**config.mk**
```make
export PLATFORM = sky130hd
export DESIGN_NAME = blp_driver
export DESIGN_NICKNAME = d
export VERILOG_FILES = /design/src/shared/blp_pkg.sv /design/src/verilog/blp_driver.sv
export SDC_FILE = /design/constraint.sdc
export NUM_CORES = 1
export LEC_CHECK = 0
export ABC_AREA = 1
export BUFFER_PORTS_ARGS = -buffer_cell sky130_fd_sc_hd__buf_2
export CORE_ASPECT_RATIO = 1.1
export CORE_UTILIZATION = 40
export DETAILED_ROUTE_END_ITERATION = 8
export PLACE_DENSITY = 0.59
export SYNTH_ARGS = -nofsm -noshare
export SYNTH_HDL_FRONTEND = slang
export SYNTH_SLANG_ARGS = --single-unit
```
**constraint.sdc**
```tcl
create_clock -name clk -period 2.3 [get_ports clk]
set_input_delay 0 -clock clk [delete_from_list [all_inputs] [get_ports clk]]
set_output_delay 0 -clock clk [all_outputs]
set_load 0.05 [all_outputs]
```
**src/shared/blp_pkg.sv**
```systemverilog
// constants and types for the backlight pwm driver
package blp_pkg;
    localparam int NUM_CH = 3;
    localparam int CH_MAIN = 0;
    localparam int CH_AUX = 1;
    localparam int CH_KEYPAD = 2;
    localparam int LEVEL_W = 3;
    localparam int DUTY_W = 6;
    localparam int SLOT_W = 5;
    localparam int CURRENT_W = 7;
    // clock and timing
    localparam longint CLK_HZ = 125000000;
    localparam longint PWM_RATE_HZ = 256;
    localparam longint SLOTS_PER_FRAME = 32;
    localparam longint RAMP_STEP_PER_S = 64;
    localparam longint SLOT_CYCLES = CLK_HZ / (PWM_RATE_HZ * SLOTS_PER_FRAME);
    localparam longint RAMP_FRAMES = PWM_RATE_HZ / RAMP_STEP_PER_S;
    localparam int SLOT_CNT_W = 16;
    localparam int RAMP_CNT_W = 3;
    // switcher startup stretch added to each on period, in clock cycles
    localparam int STRETCH_CYCLES = 2000;
    localparam int STRETCH_W = 12;
    // current step per code in milliamps
    localparam logic [CURRENT_W-1:0] STEP_LOW_MA = 7'h03;
    localparam logic [CURRENT_W-1:0] STEP_HIGH_MA = 7'h06;
    localparam logic [DUTY_W-1:0] DUTY_OFF = 6'h00;
    localparam logic [DUTY_W-1:0] DUTY_FULL = 6'h20;
    localparam int DUTY_FULL_BIT = 5;
    typedef enum logic [1:0] {
        BLP_ONE = 2'b00,
        BLP_SHARE_A = 2'b01,
        BLP_SHARE_B = 2'b11,
        BLP_LOCKOUT = 2'b10
    } blp_share_t;
endpackage

```
**src/verilog/blp_driver.sv**
```systemverilog
// three channel backlight pwm driver with ramp and time sharing
module blp_driver #(
    // slot length and on-time stretch in clock cycles
    parameter int SLOT_CYCLES = int'(blp_pkg::SLOT_CYCLES),
    parameter int STRETCH_CYCLES = blp_pkg::STRETCH_CYCLES
) (
    // clock and reset
    input wire logic clk,
    input wire logic srst,
    // per-channel controls, index 0 main, 1 aux, 2 keypad
    input wire logic [2:0] channel_enable_bit,
    input wire logic [2:0] ramp_enable_bit,
    input wire logic [2:0] high_range_select,
    input wire logic [2:0][blp_pkg::LEVEL_W-1:0] current_level_code,
    input wire logic [2:0][blp_pkg::DUTY_W-1:0] duty_code,
    // sink drive, working duty and frame marker outputs
    output logic main_display_sink,
    output logic aux_display_sink,
    output logic keypad_sink,
    output logic [2:0][blp_pkg::CURRENT_W-1:0] sink_current_ma,
    output logic [2:0][blp_pkg::DUTY_W-1:0] active_duty,
    output logic frame_start
);
    logic [blp_pkg::SLOT_CNT_W-1:0] slot_cnt_q;
    logic [blp_pkg::SLOT_W-1:0] slot_q;
    logic slot_tick;
    logic frame_tick;
    logic [blp_pkg::RAMP_CNT_W-1:0] ramp_cnt_q;
    logic ramp_tick;
    logic [2:0] active_ch;
    logic [1:0] n_active;
    blp_pkg::blp_share_t share_q;
    logic [2:0][blp_pkg::DUTY_W-1:0] duty_q;
    logic [2:0][blp_pkg::LEVEL_W-1:0] level_q;
    logic [2:0] hi_q;
    logic [2:0] pwm_raw;
    logic [2:0] pwm_on;
    logic [2:0] gate;
    logic [2:0] sink_q;
    logic [2:0][blp_pkg::CURRENT_W-1:0] cur_q;

    // slot divider and 32-slot frame counter
    assign slot_tick = (slot_cnt_q == blp_pkg::SLOT_CNT_W'(SLOT_CYCLES - 1));
    assign frame_tick = slot_tick && (slot_q == blp_pkg::SLOT_W'(blp_pkg::SLOTS_PER_FRAME - 1));
    always_ff @(posedge clk) begin
        if (srst) begin
            slot_cnt_q <= '0;
            slot_q <= '0;
        end else if (slot_tick) begin
            slot_cnt_q <= '0;
            slot_q <= slot_q + 1'b1;
        end else begin
            slot_cnt_q <= slot_cnt_q + 1'b1;
        end
    end

    // ramp step strobe every 1/64 s, counted in frames
    assign ramp_tick = frame_tick && (ramp_cnt_q == blp_pkg::RAMP_CNT_W'(blp_pkg::RAMP_FRAMES - 1));
    always_ff @(posedge clk) begin
        if (srst) begin
            ramp_cnt_q <= '0;
        end else if (ramp_tick) begin
            ramp_cnt_q <= '0;
        end else if (frame_tick) begin
            ramp_cnt_q <= ramp_cnt_q + 1'b1;
        end
    end

    // per-channel duty tracking, level latch and pwm compare
    genvar gi;
    generate
        for (gi = 0; gi < blp_pkg::NUM_CH; gi++) begin : g_ch
            logic [blp_pkg::DUTY_W-1:0] target;
            logic [blp_pkg::STRETCH_W-1:0] stretch_q;
            // codes 32..63 all mean full on
            assign target = duty_code[gi][blp_pkg::DUTY_FULL_BIT] ? blp_pkg::DUTY_FULL
                                                                 : duty_code[gi];
            always_ff @(posedge clk) begin
                if (srst) begin
                    duty_q[gi] <= blp_pkg::DUTY_OFF;
                    level_q[gi] <= '0;
                    hi_q[gi] <= 1'b0;
                end else if (frame_tick) begin
                    level_q[gi] <= current_level_code[gi];
                    hi_q[gi] <= high_range_select[gi];
                    if (!ramp_enable_bit[gi]) begin
                        duty_q[gi] <= target;
                    end else if (ramp_tick && duty_q[gi] < target) begin
                        duty_q[gi] <= duty_q[gi] + 1'b1;
                    end else if (ramp_tick && duty_q[gi] > target) begin
                        duty_q[gi] <= duty_q[gi] - 1'b1;
                    end
                end
            end
            assign pwm_raw[gi] = (duty_q[gi][blp_pkg::DUTY_FULL_BIT])
                || ({1'b0, slot_q} < duty_q[gi]);
            // hold the sink on a little past the nominal on-time
            always_ff @(posedge clk) begin
                if (srst) begin
                    stretch_q <= '0;
                end else if (pwm_raw[gi]) begin
                    stretch_q <= blp_pkg::STRETCH_W'(STRETCH_CYCLES);
                end else if (stretch_q != '0) begin
                    stretch_q <= stretch_q - 1'b1;
                end
            end
            assign pwm_on[gi] = pwm_raw[gi] || (stretch_q != '0);
            assign active_ch[gi] = channel_enable_bit[gi] && (duty_q[gi] != blp_pkg::DUTY_OFF);
        end
    endgenerate

    assign n_active = 2'(active_ch[0]) + 2'(active_ch[1]) + 2'(active_ch[2]);

    // sharing state: one driver, alternating pair, or lockout
    always_ff @(posedge clk) begin
        if (srst) begin
            share_q <= blp_pkg::BLP_ONE;
        end else begin
            case (n_active)
                2'd3: share_q <= blp_pkg::BLP_LOCKOUT;
                2'd2: begin
                    if (slot_tick) begin
                        share_q <= (share_q == blp_pkg::BLP_SHARE_A) ? blp_pkg::BLP_SHARE_B
                                                                   : blp_pkg::BLP_SHARE_A;
                    end else if (share_q == blp_pkg::BLP_ONE || share_q == blp_pkg::BLP_LOCKOUT) begin
                        share_q <= blp_pkg::BLP_SHARE_A;
                    end
                end
                default: share_q <= blp_pkg::BLP_ONE;
            endcase
        end
    end

    // gate selection: lower index channel takes slot a, higher takes slot b
    always_comb begin
        gate = 3'b000;
        case (share_q)
            blp_pkg::BLP_ONE: gate = active_ch;
            blp_pkg::BLP_SHARE_A: gate = active_ch & ~(active_ch - 3'b001) ; // lowest set bit
            blp_pkg::BLP_SHARE_B: gate = active_ch & (active_ch - 3'b001); // remaining bit
            blp_pkg::BLP_LOCKOUT: gate = 3'b000;
            default: gate = 3'b000;
        endcase
    end

    // registered sink enables and current setting
    always_ff @(posedge clk) begin
        if (srst) begin
            sink_q <= 3'b000;
            cur_q <= '0;
        end else begin
            for (int i = 0; i < blp_pkg::NUM_CH; i++) begin
                sink_q[i] <= gate[i] && pwm_on[i] && (n_active != 2'd3);
                cur_q[i] <= level_to_ma(level_q[i], hi_q[i], n_active == 2'd2);
            end
        end
    end

    function automatic logic [blp_pkg::CURRENT_W-1:0] level_to_ma(
        input logic [blp_pkg::LEVEL_W-1:0] lvl,
        input logic hi,
        input logic dbl
    );
        logic [blp_pkg::CURRENT_W-1:0] step;
        logic [blp_pkg::CURRENT_W-1:0] base;
        step = hi ? blp_pkg::STEP_HIGH_MA : blp_pkg::STEP_LOW_MA;
        base = 7'(step * {4'h0, lvl});
        return dbl ? 7'(base << 1) : base;
    endfunction

    // frame marker register
    always_ff @(posedge clk) begin
        if (srst) begin
            frame_start <= 1'b0;
        end else begin
            frame_start <= frame_tick;
        end
    end

    // registered copy of the working duty of each channel
    always_ff @(posedge clk) begin
        if (srst) begin
            active_duty <= '0;
        end else begin
            active_duty <= duty_q;
        end
    end

    assign main_display_sink = sink_q[blp_pkg::CH_MAIN];
    assign aux_display_sink = sink_q[blp_pkg::CH_AUX];
    assign keypad_sink = sink_q[blp_pkg::CH_KEYPAD];
    assign sink_current_ma = cur_q;
endmodule

```
==> summary.txt <==
Clock network
  – H-tree levels: 4
  – TritonCTS clock tree: built
  – Clk_lat worst skew: 0.42 ns
  – CTS root buf: clkbuf_16
  – Clock Pin Slew Worst Setup and Hold Paths: 0.06 ns
  – Clock tree buffer depth: 2
  – CTS Sinks: 135
  – Number of buffers created by CTS: 17

Timing
  – Max Slew Vio Count: 0
  – Worst setup margin: -0.0897 ns
  – Relative slew slack: 0.648
  – Period Utilization, post-route: 1.04
  – Actual slew at the worst max-slew pin: 0.528 ns
  – RSZ-0062 raised after global routing: true
  – Setup Viol. Count Final: 7
  – Fmax: around 420 MHz
  – Final Critical Period: 2.39 ns
  – Final Hold Vio Count: 0
  – Clk_skew: around 0.0067 ns
  – Final hold slack: 0.00846 ns

Synth
  – Syn Inst Count: 1018
  – Syn nets: 1136
  – Ys async rst share: 0
  – Count of different cell masters after synthesis: 46
  – Sequential-to-total area share from yosys stat: 0.357
  – FF+latch count, synth: roughly 140
  – Post-synth EDFFs: 0
  – Synth Warn #: 0
  – Commonest register cell after synthesis: dfxtp_1
  – Synth Cell Area: ~7600 sq um
  – Synth Area per Inst: 7.43 sq um

Worst setup path
  – Crit end category: flop
  – CP required: around 2.6 ns
  – CP Launch Type: flop
  – Top cell family by delay on the critical path: simple AND/OR/NAND/NOR gates
  – Cell Chain, Critical Path: ha_4 > nand2_2 > nor2_2 > ha_2 > nand3_4 > nor2_4 > buf_6 > nand2_8 > fa_2 > nand2_2 > nand2_1 > a21oi_2 > nand2_1 > nand2_1 > o22ai_1 > o21ai_1 > nor2_1
  – Max stage delay cell, worst path: dfxtp_4
  – CP max FO: 5
  – Slowest Stage Delay on Critical Path: 0.35 ns
  – Cell mode on critical path: nand2_1
  – Worst EP arrival: about 2.7 ns
  – R2r setup slk: -0.09 ns
  – CP bufs+invs: 1
  – Crit Path Category: reg -> reg

Detailed routing
  – Routed Antenna Nets: 0
  – Total Wirelength: between 15 and 20 mm
  – DRT iter0 DRCs: roughly 250
  – Drt wl/cell: ~13 um
  – Residual DRC: 0
  – Vias per Instance: 4.84
  – Vias: 7094
  – Pre-Repair DR Iteration Count: 5

Die
  – Height of the die: 146 um
  – Num ports: roughly 80
  – Core area: 18500 sq um
  – Die Wd: 133 um
  – Site Rows: 52
  – Initial Util: 0.409
  – Die area: 19500 sq um

Global route
  – Largest net degree at the start of global routing: 24
  – First-pass GRT wire length: 30.8 mm
  – Total gr overflow: 0
  – Initial antenna violation count: 0
  – Vias in the first global route: 6755
  – Total GRT Usage: 0.197

Power and ir drop
  – Worst VDD drop: 0.000467 V
  – P per Cell Area: 772 nW/um^2
  – Pleak: 4.80 nW

Layout
  – Area growth from synthesis to layout: 32.2%
  – Fillcell total: approximately 1.8k
  – N_diodes: 0
  – Share of layout cells above drive strength 1: 0.244
  – Util after Layout: 0.541
  – Nets: 1328

Hold path
  – Hold WC Path Type: in -> reg

Place
  – Final HPWL DP: 13.9 mm
  – Port-buffer cells: 80
  – GPL Wtd Cong: 0.858

Outcome
  – Outcome: finished, violations left
  – Failing checks: negative setup slack

Run
  – Max-Cap Viols: 0
-- worst paths after layout --
| kind | from | to | depth (start not counted) |
|---|---|---|---|
| max | slot_q[1] | duty_q[16] | 17 |
| min | duty_code[14] | duty_q[14] | 5 |
| max reg2reg | slot_q[1] | duty_q[16] | 17 |
| min reg2reg | g_ch[0].stretch_q[11] | g_ch[0].stretch_q[11] | 1 |
-- metrics by stage --
step                setup WS, ns  cell area [sq um]  setup TNS [ns]  power, mW  cells
floorplan                -0.0196               7670         -0.0345       4.42   1018
global route              -0.243              10000           -1.70       8.20   1466
CTS                      -0.0825               9850          -0.364       7.77   1463
finish                   -0.0897              10000          -0.416       7.72   1466
global placement         -0.0864               8980          -0.268       4.82   1413
detailed placement        -0.118               8980          -0.565       4.84   1413
-- power breakdown --
part	switching (mW)	total (mW)	internal, mW	leakage (nW)
Combinational	1.19	2.02	0.827	3.39
Sequential	0.217	2.82	2.60	1.10
Clock	1.00	2.88	1.88	0.315
Total	2.41	7.72	5.31	4.80
-- logic make-up after synthesis --
| family | count (synthesis) | synth area share |
|---|---|---|
| simple gates | 445 | 0.260 |
| compound gates | 173 | 0.130 |
| buf+inv | 164 | 0.0865 |
| flops | 135 | 0.357 |
| fa+ha+maj | 80 | 0.142 |
| xor+xnor | 21 | 0.0243 |
-- layer usage --
layer | global-route usage | part of all wire
met3 | 0.0361 | 0.028
met1 | 0.235 | 0.46
met2 | 0.346 | 0.49
met5 | 0 | 0
met4 | 0.0784 | 0.021
-- worst min-delay path: cells and delay by family --
kind / cells / cell delay [ns]
and+or+nand+nor: 2 / 0.13
AOI/OAI and AO/OA: 2 / 0.17
buffers and inverters: 1 / 0.09
-- layout make-up --
class	instances	area, sq um	area share
multi-input cells	719	4480	0.448
flip-flops and latches	135	2710	0.271
repair buffers	192	1320	0.132
inverters	145	552	0.0552
clock buffers	24	513	0.0513
well taps	243	304	0.0304
clock inverters	8	115	0.0115
-- registers in the layout, summed over array words and instances, names as in the netlist --
register / flops
duty_q: 18
frame_start: 1
hi_q: 3
active_duty: 18
sink_current_ma: 21
sink_q: 3
slot_cnt_q: 16
level_q: 9
g_ch.stretch_q: 36
ramp_cnt_q: 3
slot_q: 5
share_q: 2
-- placed cells by master (no fill, tap or decap), types with 4 or more instances in the layout --
master,instances
a211oi_1,6
a21oi_1,70
a21oi_2,5
buf_2,80
buf_4,90
clkbuf_16,18
clkbuf_8,4
clkinv_2,5
dfxtp_1,129
dfxtp_2,5
dlygate4sd3_1,17
fa_1,7
ha_1,61
ha_4,8
inv_1,138
inv_2,5
nand2_1,173
nand2_2,16
nand3_1,48
nand3_2,8
nand4_1,17
nor2_1,126
nor2_2,14
nor2_4,5
nor3_1,15
o21ai_0,44
o21ai_1,6
o22ai_1,21
o31ai_1,4
or2_2,5
xnor2_1,5
xor2_1,16
-- synth_stat cells, types with 3 or more instances --
library cell  instances  area share
nor2_2                7      0.0058
buf_2                 7      0.0046
fa_1                 10       0.026
nand3_1              54       0.036
a21oi_1              75       0.050
nand3b_1              3      0.0030
nor4_1                3      0.0025
nand2_1             186       0.092
dfxtp_1             135        0.36
a21boi_0              4      0.0040
buf_6                 3      0.0045
xor2_1               16       0.019
xnor2_1               5      0.0058
o21ai_0              48       0.032
a211oi_1              6      0.0060
nor2_1              133       0.066
o22ai_1              22       0.018
o31ai_1               5      0.0050
or2_2                 5      0.0041
inv_1               139       0.069
nor2_4                5      0.0074
inv_2                 3      0.0015
nand3_2               3      0.0040
ha_1                 70        0.12
nand2_2               6      0.0050
clkbuf_1              8      0.0040
nor3_1               15      0.0099
nand4_1              17       0.014
-- what timing repair did --
item | 4_1_cts | 5_1_grt
hold buffers | 17 | 0
resized for setup | 16 | 32
setup buffers | 1 | 3
setup endpoints to repair | 7 | 31
pin swaps | 9 | 24
endpoints found under the hold margin | 17 | 0
Note: power is estimated with default switching activity, not from simulation.
